--- src/rtcsp_pkg.sv ---
// Shared constants and types for the serial real-time-clock port
package rtcsp_pkg;
	localparam int          BYTE_W         = 8;
	localparam int          LOC_W          = 6;
	localparam int          BIT_RW         = 7;
	localparam int          BIT_SPACE      = 5;
	localparam logic [5:0]  STATUS_LOC     = 6'h30;
	localparam logic [5:0]  ICTL_LOC       = 6'h32;
	localparam int          ICTL_WDOG      = 7;
	localparam int          ICTL_PDOWN     = 6;
	localparam int          ST_WDOG        = 6;
	localparam int          ST_INT         = 3;
	localparam int          ST_PSENSE      = 2;
	localparam int          ST_ALARM       = 1;
	localparam int          ST_CLOCK       = 0;
	localparam logic [7:0]  STATUS_RST     = 8'h10;
	localparam logic [7:0]  STATUS_KEEP    = 8'h04;
	localparam logic [7:0]  ICTL_RST       = 8'h00;
	localparam int          CLK_PERIOD_NS  = 5;
	localparam int          ALARM_DELAY_NS = 8300000;
	localparam int          ALARM_DELAY_CYC = ALARM_DELAY_NS / CLK_PERIOD_NS;
	localparam int          WDOG_TICKS_DEF = 16;
	localparam int          AXI_AW         = 4;
	localparam logic [3:0]  REG_CTRL       = 4'h0;
	localparam logic [3:0]  REG_STAT       = 4'h4;
	localparam int          CTRL_ALM_DLY   = 0;
	localparam logic [31:0] CTRL_RST       = 32'h0000_0000;
	localparam logic [1:0]  AXI_OKAY       = 2'h0;
	localparam logic [1:0]  AXI_SLVERR     = 2'h2;

	typedef enum logic [2:0] {
		PH_IDLE = 3'b001,
		PH_ADDR = 3'b010,
		PH_DATA = 3'b100
	} rtcsp_phase_t;
endpackage

--- src/rtcsp_top.sv ---
// Serial slave port with watchdog, power-down control and AXI4-Lite status
// Overview of operation
// - SCK both captures MOSI and shifts MISO
// - MOSI bytes arrive most significant bit first
// - MISO bytes leave most significant bit first
// - Chip enable low resets port, MISO off
// - Idle clock level sampled at enable rise
// - One clock per bit, whole bytes
// - Address bit 7 selects write or read
// - Address bit 5 selects clock or RAM
// - Low five bits give starting location
// - First byte after enable is address byte
// - Data bytes follow the address byte
// - MISO undriven until read byte ready
// - Location increments after every data byte
// - Increment wraps within the selected space
// - Missing enable toggles trip CPU reset
// - Power-down holds reset, clock out low
// - Supply return ends power-down, frees port
// - Restore restarts clock out from clk_src, drives supply enable, reset high
// - Status read cancels pending delayed alarm
`timescale 1ns/1ps
module rtcsp_top import rtcsp_pkg::*; #(
	parameter int WDOG_TICKS  = WDOG_TICKS_DEF,
	parameter int ALARM_DELAY = ALARM_DELAY_CYC
) (
	input  wire logic              clock,
	input  wire logic              rst,
	input  wire logic              clk_en,
	input  wire logic              chip_en,
	input  wire logic              sck,
	input  wire logic              mosi,
	output logic                   miso_o,
	output logic                   miso_oe,
	input  wire logic              system_supply_sense,
	input  wire logic              osc_tick,
	input  wire logic              clk_src,
	input  wire logic              alarm_event,
	input  wire logic              power_sense_event,
	input  wire logic              periodic_event,
	output logic                   clk_out,
	output logic                   power_supply_enable_out,
	output logic                   host_cpu_reset_out_n,
	input  wire logic [AXI_AW-1:0] s_axi_awaddr,
	input  wire logic              s_axi_awvalid,
	output logic                   s_axi_awready,
	input  wire logic [31:0]       s_axi_wdata,
	input  wire logic [3:0]        s_axi_wstrb,
	input  wire logic              s_axi_wvalid,
	output logic                   s_axi_wready,
	output logic [1:0]             s_axi_bresp,
	output logic                   s_axi_bvalid,
	input  wire logic              s_axi_bready,
	input  wire logic [AXI_AW-1:0] s_axi_araddr,
	input  wire logic              s_axi_arvalid,
	output logic                   s_axi_arready,
	output logic [31:0]            s_axi_rdata,
	output logic [1:0]             s_axi_rresp,
	output logic                   s_axi_rvalid,
	input  wire logic              s_axi_rready
);
	localparam int WDW = $clog2(WDOG_TICKS + 1);
	localparam int ADW = $clog2(ALARM_DELAY + 1);

	function automatic logic [LOC_W-1:0] next_loc(input logic [LOC_W-1:0] loc);
		next_loc = {loc[LOC_W-1], loc[LOC_W-2:0] + 5'h01};
	endfunction

	logic [3:0]         pins_s;
	logic               ce_s;
	logic               sck_s;
	logic               mosi_s;
	logic               sense_s;
	logic               ce_prev_q;
	logic               sck_prev_q;
	logic               sense_prev_q;
	rtcsp_phase_t       phase_q;
	logic               cpol_q;
	logic [2:0]         bit_cnt_q;
	logic [6:0]         rx_q;
	logic               wr_q;
	logic [LOC_W-1:0]   loc_q;
	logic [7:0]         tx_q;
	logic               load_q;
	logic               stat_sel_q;
	logic [7:0]         status_q;
	logic [7:0]         ictl_q;
	logic               pd_q;
	logic               wdog_trip_q;
	logic [WDW-1:0]     wdog_cnt_q;
	logic               alm_pend_q;
	logic [ADW-1:0]     alm_cnt_q;
	logic [31:0]        ctrl_q;
	logic [7:0]         mem_rdata;
	logic               port_on;
	logic               active;
	logic               sck_lead;
	logic               sck_trail;
	logic               byte_done;
	logic [7:0]         rx_byte;
	logic               mem_wr;
	logic               mem_rd;
	logic [LOC_W-1:0]   rd_loc;
	logic               status_read;
	logic               alarm_set;
	logic               wdog_fire;
	logic               ce_toggle;
	logic               supply_back;
	logic               pd_request;
	logic               aw_take;
	logic               ar_take;

	rtcsp_sync #(
		.W (4)
	) u_sync (
		.clock  (clock),
		.rst    (rst),
		.clk_en (clk_en),
		.d_i    ({chip_en, sck, mosi, system_supply_sense}),
		.q_o    (pins_s)
	);

	assign ce_s    = pins_s[3];
	assign sck_s   = pins_s[2];
	assign mosi_s  = pins_s[1];
	assign sense_s = pins_s[0];

	always_ff @(posedge clock) begin
		if (rst) begin
			ce_prev_q    <= 1'b0;
			sck_prev_q   <= 1'b0;
			sense_prev_q <= 1'b0;
		end else if (clk_en) begin
			ce_prev_q    <= ce_s;
			sck_prev_q   <= sck_s;
			sense_prev_q <= sense_s;
		end
	end

	// Power-down disconnects the port exactly like a low chip enable
	assign port_on     = ce_s && !pd_q;
	assign active      = port_on && (phase_q != PH_IDLE);
	// Leading edge leaves the idle level, trailing edge returns to it
	assign sck_lead    = active && (sck_s != sck_prev_q) && (sck_s != cpol_q);
	assign sck_trail   = active && (sck_s != sck_prev_q) && (sck_s == cpol_q);
	assign byte_done   = sck_trail && (bit_cnt_q == 3'h7);
	assign rx_byte     = {rx_q, mosi_s};
	assign ce_toggle   = ce_s != ce_prev_q;
	assign supply_back = sense_s && !sense_prev_q;

	always_ff @(posedge clock) begin
		if (rst) begin
			phase_q <= PH_IDLE;
			cpol_q  <= 1'b0;
		end else if (clk_en) begin
			if (!port_on) begin
				phase_q <= PH_IDLE;
			end else begin
				case (phase_q)
					PH_IDLE: begin
						phase_q <= PH_ADDR;
						cpol_q  <= sck_s;
					end
					PH_ADDR: begin
						if (byte_done) begin
							phase_q <= PH_DATA;
						end
					end
					PH_DATA: begin
						phase_q <= PH_DATA;
					end
					default: begin
						phase_q <= PH_IDLE;
					end
				endcase
			end
		end
	end

	always_ff @(posedge clock) begin
		if (rst) begin
			bit_cnt_q <= 3'h0;
			rx_q      <= 7'h00;
		end else if (clk_en) begin
			if (!active) begin
				bit_cnt_q <= 3'h0;
				rx_q      <= 7'h00;
			end else if (sck_trail) begin
				bit_cnt_q <= bit_cnt_q + 3'h1;
				rx_q      <= rx_byte[6:0];
			end
		end
	end

	always_ff @(posedge clock) begin
		if (rst) begin
			wr_q  <= 1'b0;
			loc_q <= '0;
		end else if (clk_en) begin
			if (byte_done && phase_q == PH_ADDR) begin
				wr_q  <= rx_byte[BIT_RW];
				loc_q <= {rx_byte[BIT_SPACE], rx_byte[4:0]};
			end else if (byte_done && phase_q == PH_DATA) begin
				loc_q <= next_loc(loc_q);
			end
		end
	end

	// The status register is read-only from the serial side
	assign mem_wr = byte_done && (phase_q == PH_DATA) && wr_q && (loc_q != STATUS_LOC);
	assign mem_rd = byte_done && ((phase_q == PH_ADDR) ? !rx_byte[BIT_RW] : !wr_q);
	assign rd_loc = (phase_q == PH_ADDR) ? {rx_byte[BIT_SPACE], rx_byte[4:0]} : next_loc(loc_q);

	rtcsp_mem #(
		.AW (LOC_W),
		.DW (BYTE_W)
	) u_mem (
		.clock   (clock),
		.clk_en  (clk_en),
		.wr_en   (mem_wr),
		.wr_addr (loc_q),
		.wr_data (rx_byte),
		.rd_en   (mem_rd),
		.rd_addr (rd_loc),
		.rd_data (mem_rdata)
	);

	always_ff @(posedge clock) begin
		if (rst) begin
			load_q     <= 1'b0;
			stat_sel_q <= 1'b0;
		end else if (clk_en) begin
			load_q     <= mem_rd && port_on;
			stat_sel_q <= rd_loc == STATUS_LOC;
		end
	end

	// Next byte is fetched ahead; a burst ending just before status still clears it
	assign status_read = load_q && stat_sel_q && port_on;

	always_ff @(posedge clock) begin
		if (rst) begin
			tx_q    <= 8'h00;
			miso_o  <= 1'b0;
			miso_oe <= 1'b0;
		end else if (clk_en) begin
			if (!port_on) begin
				miso_oe <= 1'b0;
			end else if (load_q) begin
				tx_q    <= stat_sel_q ? status_q : mem_rdata;
				miso_oe <= 1'b1;
			end else if (sck_lead && miso_oe) begin
				miso_o <= tx_q[7];
				tx_q   <= {tx_q[6:0], 1'b0};
			end
		end
	end

	always_ff @(posedge clock) begin
		if (rst) begin
			alm_pend_q <= 1'b0;
			alm_cnt_q  <= '0;
		end else if (clk_en) begin
			// A fresh alarm wins over a status read in the same cycle
			if (alarm_event && ctrl_q[CTRL_ALM_DLY]) begin
				alm_pend_q <= 1'b1;
				alm_cnt_q  <= '0;
			end else if (status_read) begin
				alm_pend_q <= 1'b0;
				alm_cnt_q  <= '0;
			end else if (alm_pend_q) begin
				if (alm_cnt_q == ADW'(ALARM_DELAY - 1)) begin
					alm_pend_q <= 1'b0;
				end
				alm_cnt_q <= alm_cnt_q + 1'b1;
			end
		end
	end

	assign alarm_set = ctrl_q[CTRL_ALM_DLY] ? (alm_pend_q && alm_cnt_q == ADW'(ALARM_DELAY - 1) && !status_read)
	                                        : alarm_event;

	// Set wins over the clear that a status read makes
	always_ff @(posedge clock) begin
		if (rst) begin
			status_q <= STATUS_RST;
		end else if (clk_en) begin
			status_q <= (status_read ? (status_q & STATUS_KEEP) : status_q)
			          | {1'b0, wdog_fire, 1'b0, 1'b0,
			             alarm_set | power_sense_event | periodic_event,
			             power_sense_event, alarm_set, periodic_event};
		end
	end

	assign pd_request = mem_wr && (loc_q == ICTL_LOC) && rx_byte[ICTL_PDOWN];

	always_ff @(posedge clock) begin
		if (rst) begin
			ictl_q <= ICTL_RST;
		end else if (clk_en) begin
			if (mem_wr && loc_q == ICTL_LOC) begin
				ictl_q <= rx_byte;
			end else if (pd_q && supply_back) begin
				ictl_q[ICTL_PDOWN] <= 1'b0;
			end
		end
	end

	always_ff @(posedge clock) begin
		if (rst) begin
			pd_q                    <= 1'b0;
			power_supply_enable_out <= 1'b1;
		end else if (clk_en) begin
			if (pd_request) begin
				pd_q                    <= 1'b1;
				power_supply_enable_out <= 1'b0;
			end else if (pd_q && supply_back) begin
				pd_q                    <= 1'b0;
				power_supply_enable_out <= 1'b1;
			end
		end
	end

	// Tick count between enable toggles; tripped state holds until a toggle or until ictl_q[ICTL_WDOG] clears
	assign wdog_fire = ictl_q[ICTL_WDOG] && !wdog_trip_q && osc_tick && !ce_toggle
	                && (wdog_cnt_q == WDW'(WDOG_TICKS - 1));

	always_ff @(posedge clock) begin
		if (rst) begin
			wdog_cnt_q  <= '0;
			wdog_trip_q <= 1'b0;
		end else if (clk_en) begin
			if (!ictl_q[ICTL_WDOG] || ce_toggle) begin
				wdog_cnt_q  <= '0;
				wdog_trip_q <= 1'b0;
			end else if (wdog_fire) begin
				wdog_trip_q <= 1'b1;
			end else if (osc_tick && !wdog_trip_q) begin
				wdog_cnt_q <= wdog_cnt_q + 1'b1;
			end
		end
	end

	always_ff @(posedge clock) begin
		if (rst) begin
			host_cpu_reset_out_n <= 1'b1;
			clk_out              <= 1'b0;
		end else if (clk_en) begin
			host_cpu_reset_out_n <= !(pd_q || wdog_trip_q);
			clk_out              <= clk_src && !pd_q;
		end
	end

	// Write address and data are taken together; no write buffering needed
	assign aw_take       = s_axi_awvalid && s_axi_wvalid && !s_axi_bvalid;
	assign s_axi_awready = aw_take;
	assign s_axi_wready  = aw_take;
	assign ar_take       = s_axi_arvalid && !s_axi_rvalid;
	assign s_axi_arready = !s_axi_rvalid;

	always_ff @(posedge clock) begin
		if (rst) begin
			ctrl_q       <= CTRL_RST;
			s_axi_bvalid <= 1'b0;
			s_axi_bresp  <= AXI_OKAY;
		end else if (clk_en) begin
			if (aw_take) begin
				s_axi_bvalid <= 1'b1;
				if (s_axi_awaddr == REG_CTRL) begin
					s_axi_bresp <= AXI_OKAY;
					if (s_axi_wstrb[0]) begin
						ctrl_q[CTRL_ALM_DLY] <= s_axi_wdata[CTRL_ALM_DLY];
					end
				end else begin
					s_axi_bresp <= AXI_SLVERR;
				end
			end else if (s_axi_bready) begin
				s_axi_bvalid <= 1'b0;
			end
		end
	end

	always_ff @(posedge clock) begin
		if (rst) begin
			s_axi_rvalid <= 1'b0;
			s_axi_rdata  <= 32'h0000_0000;
			s_axi_rresp  <= AXI_OKAY;
		end else if (clk_en) begin
			if (ar_take) begin
				s_axi_rvalid <= 1'b1;
				if (s_axi_araddr == REG_CTRL) begin
					s_axi_rdata <= ctrl_q;
					s_axi_rresp <= AXI_OKAY;
				end else if (s_axi_araddr == REG_STAT) begin
					s_axi_rdata <= {8'h00, status_q, ictl_q, loc_q, wr_q, cpol_q};
					s_axi_rresp <= AXI_OKAY;
				end else begin
					s_axi_rdata <= 32'h0000_0000;
					s_axi_rresp <= AXI_SLVERR;
				end
			end else if (s_axi_rready) begin
				s_axi_rvalid <= 1'b0;
			end
		end
	end
endmodule

--- src/rtcsp_sync.sv ---
// Two-flop synchroniser for pin-level inputs
`timescale 1ns/1ps
module rtcsp_sync #(
	parameter int W = 1
) (
	input  wire logic         clock,
	input  wire logic         rst,
	input  wire logic         clk_en,
	input  wire logic [W-1:0] d_i,
	output logic      [W-1:0] q_o
);
	logic [W-1:0] meta_q;

	always_ff @(posedge clock) begin
		if (rst) begin
			meta_q <= '0;
			q_o    <= '0;
		end else if (clk_en) begin
			meta_q <= d_i;
			q_o    <= meta_q;
		end
	end
endmodule

--- src/rtcsp_mem.sv ---
// Byte store for RAM and clock register spaces, registered read
`timescale 1ns/1ps
module rtcsp_mem #(
	parameter int AW = 6,
	parameter int DW = 8
) (
	input  wire logic          clock,
	input  wire logic          clk_en,
	input  wire logic          wr_en,
	input  wire logic [AW-1:0] wr_addr,
	input  wire logic [DW-1:0] wr_data,
	input  wire logic          rd_en,
	input  wire logic [AW-1:0] rd_addr,
	output logic      [DW-1:0] rd_data
);
	logic [DW-1:0] mem_q [0:(1<<AW)-1];

	always_ff @(posedge clock) begin
		if (clk_en && wr_en) begin
			mem_q[wr_addr] <= wr_data;
		end
	end

	// Contents are not reset, as in a real byte store
	always_ff @(posedge clock) begin
		if (clk_en && rd_en) begin
			rd_data <= mem_q[rd_addr];
		end
	end
endmodule

--- config.mk ---
export PLATFORM = sky130hd
export DESIGN_NAME = rtcsp_top
export DESIGN_NICKNAME = d
export VERILOG_FILES = /design/src/rtcsp_pkg.sv /design/src/rtcsp_top.sv /design/src/rtcsp_sync.sv /design/src/rtcsp_mem.sv
export SDC_FILE = /design/constraint.sdc
export NUM_CORES = 1
export LEC_CHECK = 0
export CAP_MARGIN = 40
export CORE_ASPECT_RATIO = 1.25
export CORE_MARGIN = 2
export CORE_UTILIZATION = 45
export CTS_BUF_LIST = sky130_fd_sc_hd__clkbuf_8
export DETAILED_ROUTE_END_ITERATION = 7
export DONT_BUFFER_PORTS = 1
export PLACE_DENSITY = 0.69
export SYNTH_ARGS = -nofsm -noshare
export SYNTH_HDL_FRONTEND = slang
export SYNTH_SLANG_ARGS = --single-unit
export TNS_END_PERCENT = 10
--- constraint.sdc ---
create_clock -name clock -period 3.65 [get_ports clock]
set_clock_uncertainty 0.2 [all_clocks]
set_input_delay 0.365 -clock clock [delete_from_list [all_inputs] [get_ports clock]]
set_output_delay 0.365 -clock clock [all_outputs]
set_load 0.02 [all_outputs]
; ---- After elaboration in Yosys (flattened, before gate mapping)
; Memories as Yosys holds them, arrays and structs flattened. A register that Yosys moved wholly into a read port is not among the register bits.
; Index checks and enable logic that the tools add are counted.
[classes]
n_shift = 0
order_cmp = 0
n_mul = 0
bitwise_logic = 4
mux = 46
eq_ne = 19
add_sub_neg = 4
div_mod_pow = 0
n_reduce_logical = 76
[op_table]
columns = operator, n
row1 = two-way mux 21 bit, 3
row2 = two-way mux 24 bit, 2
row3 = logical AND 1 bit, 33
row4 = two-way mux 8 bit, 4
row5 = AND reduction 2 bit, 14
row6 = "adder 21 x 1 -> 21 bit, second input constant", 1
row7 = "== test 21 bit, second input constant", 1
row8 = two-way mux 1 bit, 21
row9 = two-way mux 5 bit, 4
row10 = nonzero test 2 bit, 8
row11 = two-way mux 7 bit, 2
row12 = "== test 6 bit, second input constant", 2
row13 = two-way mux 3 bit, 4
row14 = two-way mux 6 bit, 2
row15 = logical NOT 1 bit, 11
row16 = "adder 5 x 1 -> 5 bit, second input constant", 2
row17 = case mux 3 bit (3 select lines), 1
row18 = AND reduction 3 bit, 3
row19 = logical NOT 4 bit, 2
row20 = bitwise OR 8 x 7 -> 8 bit, 1
row21 = AND reduction 4 bit, 2
row22 = "== test 3 bit, second input constant", 2
row23 = two-way mux 2 bit, 3
row24 = "!= test 6 bit, second input constant", 1
row25 = 15 further kinds, 20
[totals]
reg_bits = 131
elab_cells = 184
rom_bits = 0
latchBits = 0
memories = 1
ram_bits = 512
[mem_list]
columns = name, words, word_bits, read_ports, rd_ports_with_merged_regs, wr, line
row1 = u_mem.mem_q, 64, 8, 1, 1, 1, rtcsp_mem.sv:16  ; logic [DW-1:0] mem_q [0:(1<<AW)-1];

; ---- Depth between registers and ports, before layout
; Gate-level depths: netlist of the first run.
[logic_depth]
word_depth = 13
ltp_mapped = 12
mapped_depth_nobuf = 9

; ---- Modules after synthesis
; From an unflattened synthesis of the first run, not the netlist that was laid out.
[hier_totals]
cells_unflattened = 1543
hier_area_um2 = 25582.0
[modules_own_cells]
columns = mod, cells_per_inst, seq_area_each_um2, area_per_inst_um2, instances
row1 = rtcsp_mem, 921, 15615.0, 20193.1, 1
row2 = rtcsp_top, 596, 2182.1, 5103.6, 1
row3 = rtcsp_sync, 26, 160.2, 285.3, 1

; ---- Worst setup path after synthesis of the first run
; Ideal clock, no wire load.
[synth_path]
kind = flip-flop to flip-flop
from = reg rx_q[3]
to = reg u_mem.rd_data[6], read port of u_mem.mem_q (data pin)
stages_incl_launch_ff = 9
setup_slack_ns = 0.626
arrival_ns = 2.674
synth_period_minus_slack_ns = 3.024
n_path_buf = 2
required_ns = 3.300
cell_sequence = dfxtp_1 nor2_1 a21o_1 buf_2 and3_1 clkbuf_2 a21boi_0 or4_1 nor3_2
[synth_via]
elab_chain_cells = 1
[synth_lines]
columns = item, line
row1 = "start, declared", rtcsp_top.sv:80  ; logic [6:0] rx_q;
row2 = "start signal, assigned", rtcsp_top.sv:190  ; rx_q <= rx_byte[6:0];
row3 = two-way mux 6 bit, rtcsp_top.sv:212  ; assign rd_loc = (phase_q == PH_ADDR) ? {rx_byte[BIT_SPACE], rx_byte[4:0]} : next_loc(loc_q);
row4 = "end, declared", rtcsp_mem.sv:14  ; output logic [DW-1:0] rd_data
; No other way between the ends.
; A chain may end at the register's enable or synchronous reset.

; ---- Worst setup path after layout of the first run
[layout_path]
from = reg phase_q[0]
to = reg u_mem.rd_data[5], read port of u_mem.mem_q (data pin)
[layout_via]
elab_chain_cells = 7
word_cells_on_any_way = 10
[layout_lines]
columns = item, line
row1 = "start, declared", rtcsp_top.sv:77  ; rtcsp_phase_t phase_q;
row2 = "start signal, assigned", rtcsp_top.sv:153  ; phase_q <= PH_IDLE;
row3 = "start signal, assigned", rtcsp_top.sv:157  ; phase_q <= PH_IDLE;
row4 = "start signal, assigned", rtcsp_top.sv:161  ; phase_q <= PH_ADDR;
row5 = != test 3 x 1 -> 1 bit, rtcsp_top.sv:142  ; assign active = port_on && (phase_q != PH_IDLE);
row6 = logical AND 1 bit, rtcsp_top.sv:142
row7 = logical AND 1 bit (2 in series), rtcsp_top.sv:145  ; assign sck_trail = active && (sck_s != sck_prev_q) && (sck_s == cpol_q);
row8 = logical AND 1 bit, rtcsp_top.sv:146  ; assign byte_done = sck_trail && (bit_cnt_q == 3'h7);
row9 = logical AND 1 bit, rtcsp_top.sv:211  ; assign mem_rd = byte_done && ((phase_q == PH_ADDR) ? !rx_byte[BIT_RW] : !wr_q);
row10 = logical AND 1 bit, rtcsp_mem.sv:26  ; if (clk_en && rd_en) begin
; Parallel ways exist; a longest one is shown, timed or not.

==> impl_metrics.py, run 1 <==
metrics = {
    "final_layout": {
        "syn2layout_area_growth_pct": 13.3,
        "stdcell_area_um2": 29600,
        "most-common-layout-cells": "edfxtp_1 (520), nand2_1 (306), nor2_1 (183)",
        "drive_gt1_frac": 0.145,
        "final_common_cell": "edfxtp_1",
        "fin_nets": 2222,
    },
    "timing": {
        "fmax_mhz": 278,
        "layout_setup_ws_ns": 0.0472,
        "tns_ns": 0,
        "rsz0062_at_grt": "false",
        "min_period_ns": 3.60,
        "worst_slew_pin_slew_ns": 0.932,
        "relSlewSlack": 0.371,
        "hold_viol": 0,
        "slew_violations": 0,
        "post-route-period-util": 0.987,
        "setup_violations": 0,
    },
    "floorplan": {
        "die_w_um": 220,
        "core_um2": 57400,
        "ios": 107,
        "num_rows": 98,
        "initial_core_util": 0.456,
        "dieArea_um2": 60100,
        "fp.dieH_um": 274,
    },
    "clock_network": {
        "cts.sinks": 637,
        "root_buffer": "clkbuf_8",
        "cts_made_buffers": 93,
        "clkTransAtPathRegs_ns": 0.06,
        "clk_latency_ns": 0.69,
        "htreeDepth": 3,
        "clockBufferDepth": 3,
        "cts_tree": "yes",
    },
    "worst_hold_path": {
        "worstHoldEndpoint": "alm_cnt_q[19]$_SDFFE_PP0P_",
        "hold_path_depth": 2,
        "hp-start": "rst",
        "hp-class": "primary input to flop",
    },
    "outcome": {
        "status": "finished, final reports clean",
    },
    "logic_synthesis": {
        "synth.area.top_cells": "edfxtp_1 (60%), dfxtp_1 (9.0%), mux2i_1 (6.1%), nand2_1 (4.4%), nand3_1 (3.1%)",
        "synth_seq_area_share": 0.687,
        "yosysTopAreaCellShare": 0.597,
        "syn_inst": 2034,
        "synth-seq-cells": 637,
        "yosys_most_used_dff": "edfxtp_1",
        "syn_avg_cell_area_um2": 12.9,
        "synth-edff-count": 520,
        "synth_cell_type_count": 63,
        "yosysWarnings": 0,
        "syn-cell-area_um2": 26200,
        "synthArstFlopShare": 0,
        "synth_top_area_cell": "edfxtp_1",
    },
    "pwr": {
        "pwr-share-seq": 0.584,
        "combPwrFrac": 0.010,
        "peakVddDrop_mv": 0.306,
        "power_mw": 13.3,
        "p_leak_nw": 10.3,
        "p_per_area_nw_per_um2": 450,
        "internal-power_mw": 10.5,
        "clkPwrFrac": 0.406,
        "p_sw_frac": 0.208,
        "netSwitchingPower_mw": 2.78,
    },
    "drt": {
        "drtAntennaViolNets": 0,
        "num_vias": 16600,
        "vias_per_cell": 5.55,
        "drc": 0,
        "drt_wl_total_um": 61800,
        "drt-initial-drc-count": 1402,
        "drt_first_pass_iters": 5,
        "wl_per_cell_um": 20.7,
    },
    "placement": {
        "io_buffers": 0,
        "place_ws_ns": 0.129,
        "dp_hpwl_um": 37900,
        "post_dp_cell_area_um2": 27500,
        "routabilityCongestion": 0.884,
    },
    "setup_path": {
        "endpoint_kind": "flop",
        "path_class": "flop to flop",
        "critical_path_arrival_ns": 3.82,
        "crit-reg2reg-capture": "u_mem.rd_data[5]$_DFFE_PP_",
        "rr_startpoint": "phase_q[0]$_SDFFE_PP1P_",
        "start_kind": "flop",
        "crit_fanout": 10,
        "r2r_slack_ns": 0.05,
        "worstPathRequired_ns": 3.87,
        "reg2reg_depth": 7,
    },
    "grt": {
        "gr-usage-all-layers": 0.205,
        "grt_pass1_vias": 16500,
        "grt_first_pass_wirelength_um": 93100,
        "antenna_found_initial": 3,
        "grt_max_degree": 95,
        "grt_overflow_total": 0,
    },
    "job": {
        "cap_violations": 0,
    },
}
## per-layer routing
layer | global-route usage | wire (µm) | up-vias | share of wire
li1 | - | - | 7687 | -
met1 | 0.245 | 24300 | 8102 | 0.39
met2 | 0.355 | 30900 | 629 | 0.50
met3 | 0.0346 | 3950 | 139 | 0.064
met4 | 0.104 | 2640 | 2 | 0.043
met5 | 0 | 12 | - | 0.00019
## power by group through the flow
stage,clock network [mW],registers (mW),logic (mW)
floorplan,0,7.93,0.0890
global placement,0,7.93,0.0783
detailed placement,0,7.93,0.0812
CTS,5.51,7.78,0.129
global route,5.80,7.78,0.141
finish,5.41,7.78,0.131
## state kept, by name, summed over array words and instances (netlist names), 3 cells and up
signal / flops
bit_cnt_q: 3
rx_q: 7
u_sync.q_o: 4
u_mem.mem_q: 512
loc_q: 6
tx_q: 8
ictl_q: 8
status_q: 6
s_axi_rdata: 22
phase_q: 3
u_mem.rd_data: 8
wdog_cnt_q: 5
u_sync.meta_q: 4
alm_cnt_q: 21
## worst max-delay path by stage
stage,startpoint,to,slack (ns),depth (start not counted)
after floorplan,rx_q[3]$_SDFFE_PP0P_,u_mem.rd_data[6]$_DFFE_PP_,0.63,8
after global placement,phase_q[0]$_SDFFE_PP1P_,u_mem.rd_data[3]$_DFFE_PP_,0.18,9
after global routing,phase_q[1]$_SDFFE_PP0P_,u_mem.rd_data[5]$_DFFE_PP_,0.005,7
after CTS,phase_q[0]$_SDFFE_PP1P_,u_mem.rd_data[3]$_DFFE_PP_,0.11,8
after detailed placement,phase_q[0]$_SDFFE_PP1P_,u_mem.rd_data[3]$_DFFE_PP_,0.13,8
final,phase_q[0]$_SDFFE_PP1P_,u_mem.rd_data[5]$_DFFE_PP_,0.05,7
## per-stage QoR
step | util | hold WS, ns | cells
finish | 0.516 | 0.0538 | 2982
global route | 0.516 | 0.0533 | 2982
CTS | 0.516 | 0.00196 | 2976
detailed placement | 0.480 | 0.236 | 2778
global placement | 0.480 | 0.237 | 2777
floorplan | - | 0.236 | 2045
## cells by family (layout without fill, tap and decap cells)
| group | count (synthesis) | in the layout | share of synthesized area |
|---|---|---|---|
| and+or+nand+nor | 779 | 779 | 0.135 |
| buffers and inverters | 145 | 330 | 0.0271 |
| other | 1 | 14 | 0.000143 |
| xor gates and xnor gates | 20 | 20 | 0.00670 |
| adders and majority gates | 8 | 8 | 0.00383 |
| DFF | 637 | 637 | 0.687 |
| AOI/OAI and AO/OA | 224 | 224 | 0.0533 |
| muxes | 220 | 220 | 0.0871 |
## final cells by class
type	instances	area, µm²
multi-input combinational	1263	7560
tap	750	938
timing repair buffer	146	1350
clock inverter	73	403
clock buffer	99	1360
antenna	2	5.00
sequential	637	18000
inverter	12	45.0
fill	4753	27800
## cells in the mapped netlist, types with 4 or more instances
cell type and count:
a31oi_1 5, nand3b_1 8, nor4_1 4, nand2b_1 8
and3_1 10, nand3_1 164, mux2_2 61, nand4_1 17
buf_2 51, inv_1 12, buf_4 22, a22oi_1 53
dfxtp_1 117, or4_1 18, a32oi_1 4, a21o_1 7
edfxtp_1 520, o21ai_0 15, nor3_1 12, clkbuf_1 48
a21oi_1 111, nand2_1 307, xor2_1 10, ha_1 8
a211oi_1 10, buf_1 8, xnor2_1 10, nor2b_1 9
nor2_1 183, mux2i_1 159, and2_1 6, or3_1 9
## what timing repair did
action,CTS,global route
hold buffers,26,0
resized for setup,0,1
setup endpoints to repair,0,5
buffers inserted,0,4
endpoints found under the hold margin,111,0
## critical path, stage by stage (launching register included)
cell	delay [ns]
dfxtp_1	0.41
or3b_1	0.53
buf_4	0.23
o32ai_1	0.73
nand3_1	0.47
a21oi_1	0.43
or4_1	0.23
nor3_1	0.10
No activity file was read; power rests on OpenSTA's default activity.
==> run 2: changes to the inputs <==
--- a/config.mk
+++ b/config.mk
@@ -13,6 +13,7 @@
 export DETAILED_ROUTE_END_ITERATION = 7
 export DONT_BUFFER_PORTS = 1
 export PLACE_DENSITY = 0.69
+export SLEW_MARGIN = 40
 export SYNTH_ARGS = -nofsm -noshare
 export SYNTH_HDL_FRONTEND = slang
 export SYNTH_SLANG_ARGS = --single-unit
==> constraint.sdc (replaced) <==
create_clock -name clock -period 3.65 [get_ports clock]
set_clock_uncertainty 0.2 [all_clocks]
set_input_delay 0.1825 -clock clock [delete_from_list [all_inputs] [get_ports clock]]
set_output_delay 0.1825 -clock clock [all_outputs]
set_load 0.02 [all_outputs]
==> impl_metrics.py, run 2 (synthesis results as in run 1) <==
metrics = {
    "final_layout": {
        "stdcell_count": 2987,
        "syn2layout_area_growth_pct": 13.3,
        "multi_input_area_um2": 7570,
        "largest_register_ffs": 512,
        "final_common_cell": "edfxtp_1",
        "fill_cells": 4775,
        "most-common-layout-cells": "edfxtp_1 (520), nand2_1 (306), nor2_1 (180)",
        "seqCellArea_um2": 18000,
        "regMostFlops": "u_mem.mem_q",
        "fin_nets": 2229,
        "reg.largest.list": "u_mem.mem_q x512, s_axi_rdata x22, alm_cnt_q x21",
        "drive_gt1_frac": 0.147,
    },
    "grt": {
        "gr-usage-all-layers": 0.209,
        "grt_max_degree": 96,
        "grt_first_pass_wirelength_um": 95200,
        "antenna_found_initial": 1,
        "grt_overflow_total": 0,
        "grt_pass1_vias": 16800,
    },
    "timing": {
        "slew_violations": 0,
        "post-route-period-util": 0.951,
        "min_period_ns": 3.47,
        "worst_slew_pin_slew_ns": 0.869,
        "tns_ns": 0,
        "layout_setup_ws_ns": 0.178,
        "rsz0062_at_grt": "false",
        "hold_viol": 0,
        "holdWs_ns": 0.0563,
        "relSlewSlack": 0.418,
        "fmax_mhz": 288,
        "setup_violations": 0,
    },
    "floorplan": {
        "ios": 107,
        "core_um2": 57400,
        "initial_core_util": 0.456,
        "die_w_um": 220,
        "num_rows": 98,
        "dieArea_um2": 60100,
        "fp.dieH_um": 274,
    },
    "pwr": {
        "internal-power_mw": 10.4,
        "pwr-share-seq": 0.588,
        "peakVddDrop_mv": 0.305,
        "combPwrFrac": 0.011,
        "p_per_area_nw_per_um2": 446,
        "p_sw_frac": 0.212,
        "netSwitchingPower_mw": 2.80,
        "p_leak_nw": 10.2,
        "clkPwrFrac": 0.401,
    },
    "clock_network": {
        "clockBufferDepth": 3,
        "htreeDepth": 3,
        "cts.sinks": 637,
        "root_buffer": "clkbuf_8",
        "cts_tree": "yes",
        "cts_made_buffers": 93,
        "clk_latency_ns": 0.69,
        "clkTransAtPathRegs_ns": 0.06,
    },
    "worst_hold_path": {
        "hp-start": "periodic_event",
        "worstHoldEndpoint": "status_q[0]$_SDFFE_PP0P_",
        "hp-class": "primary input to flop",
        "hold_path_depth": 3,
    },
    "drt": {
        "drt-initial-drc-count": 1786,
        "wl_per_cell_um": 21.1,
        "num_vias": 16800,
        "drt_first_pass_iters": 5,
        "drtAntennaViolNets": 0,
        "vias_per_cell": 5.61,
        "drt_wl_total_um": 62900,
        "drc": 0,
    },
    "outcome": {
        "status": "finished, final reports clean",
    },
    "setup_path": {
        "crit_fanout": 14,
        "reg2reg_depth": 8,
        "endpoint_kind": "flop",
        "worstPathRequired_ns": 3.89,
        "crit-reg2reg-capture": "u_mem.rd_data[6]$_DFFE_PP_",
        "start_kind": "flop",
        "rr_startpoint": "phase_q[0]$_SDFFE_PP1P_",
        "r2r_slack_ns": 0.18,
        "path_class": "flop to flop",
        "critical_path_arrival_ns": 3.71,
    },
    "job": {
        "cap_violations": 0,
    },
    "placement": {
        "io_buffers": 0,
        "place_ws_ns": 0.261,
        "dp_hpwl_um": 38800,
        "routabilityCongestion": 0.828,
        "post-place-cells": 2778,
    },
}
-- run 2: cell types whose count changed in the layout (fill, tap and decap cells not counted), moves of 3 or more --
cell / change
clkbuf_8: +4
nor2_1: -3
inv_1: -10
bufinv_16: -3
clkinvlp_4: +3
clkinv_1: +5
nor2_2: +3
dlygate4sd3_1: +11
-- run 2: metrics by stage --
stage	power (mW)	area, µm²	utilization
final	13.2	29600	0.516
after global routing	13.6	29600	0.516
after CTS	13.3	29600	0.516
after detailed placement	8.01	27500	0.479
after global placement	8.01	27500	0.479
after floorplan	8.02	26200	-
-- run 2: how the worst max path moves through the flow --
stage,slack (ns),endpoint,depth (start not counted),start
2_1_floorplan,0.63,u_mem.rd_data[6]$_DFFE_PP_,8,rx_q[3]$_SDFFE_PP0P_
3_3_place_gp,0.33,u_mem.rd_data[7]$_DFFE_PP_,10,phase_q[0]$_SDFFE_PP1P_
3_5_place_dp,0.26,u_mem.rd_data[2]$_DFFE_PP_,11,phase_q[0]$_SDFFE_PP1P_
4_1_cts,0.15,s_axi_rdata[15]$_SDFFE_PP0P_,9,s_axi_rvalid$_SDFFE_PP0P_
5_1_grt,0.02,s_axi_rdata[15]$_SDFFE_PP0P_,9,s_axi_rvalid$_SDFFE_PP0P_
6_report,0.18,u_mem.rd_data[6]$_DFFE_PP_,8,phase_q[0]$_SDFFE_PP1P_
-- run 2: final cells by class --
class                   count  share of cell area
repair buffers            153              0.0466
well taps                 750              0.0317
inverters                  12             0.00152
clock buffers             103              0.0478
multi-input cells        1263               0.256
diodes                      1           0.0000844
clock inverters            68              0.0105
flip-flops and latches    637               0.606
-- run 2: routing by layer --
| metal | wire length [µm] | vias up | GRT usage |
|---|---|---|---|
| li1 | - | 7697 | - |
| met1 | 24500 | 8245 | 0.251 |
| met2 | 31600 | 683 | 0.363 |
| met3 | 4140 | 131 | 0.0330 |
| met4 | 2620 | 0 | 0.105 |
| met5 | 0 | - | 0 |
-- run 2: repair_timing --
item	in CTS	in global routing
hold buffers	37	0
endpoints found under the hold margin	128	0
resized for setup	0	1
setup endpoints to repair	0	1
setup buffers	0	0
-- run 2: power groups by stage --
stage,clock [mW],combinational (mW),sequential (mW)
4_1_cts,5.40,0.138,7.78
2_1_floorplan,0,0.0890,7.93
6_report,5.30,0.141,7.78
3_5_place_dp,0,0.0787,7.93
5_1_grt,5.69,0.153,7.78
3_3_place_gp,0,0.0763,7.93
-- run 2: worst max-delay path, stage by stage (launching register included) --
cell and delay, ns:
dfxtp_1 0.52, or3b_1 0.33, buf_4 0.27, nor2_1 0.08
a21oi_1 0.61, and3_1 0.63, a22oi_1 0.27, nand4_1 0.20
nor3_2 0.09
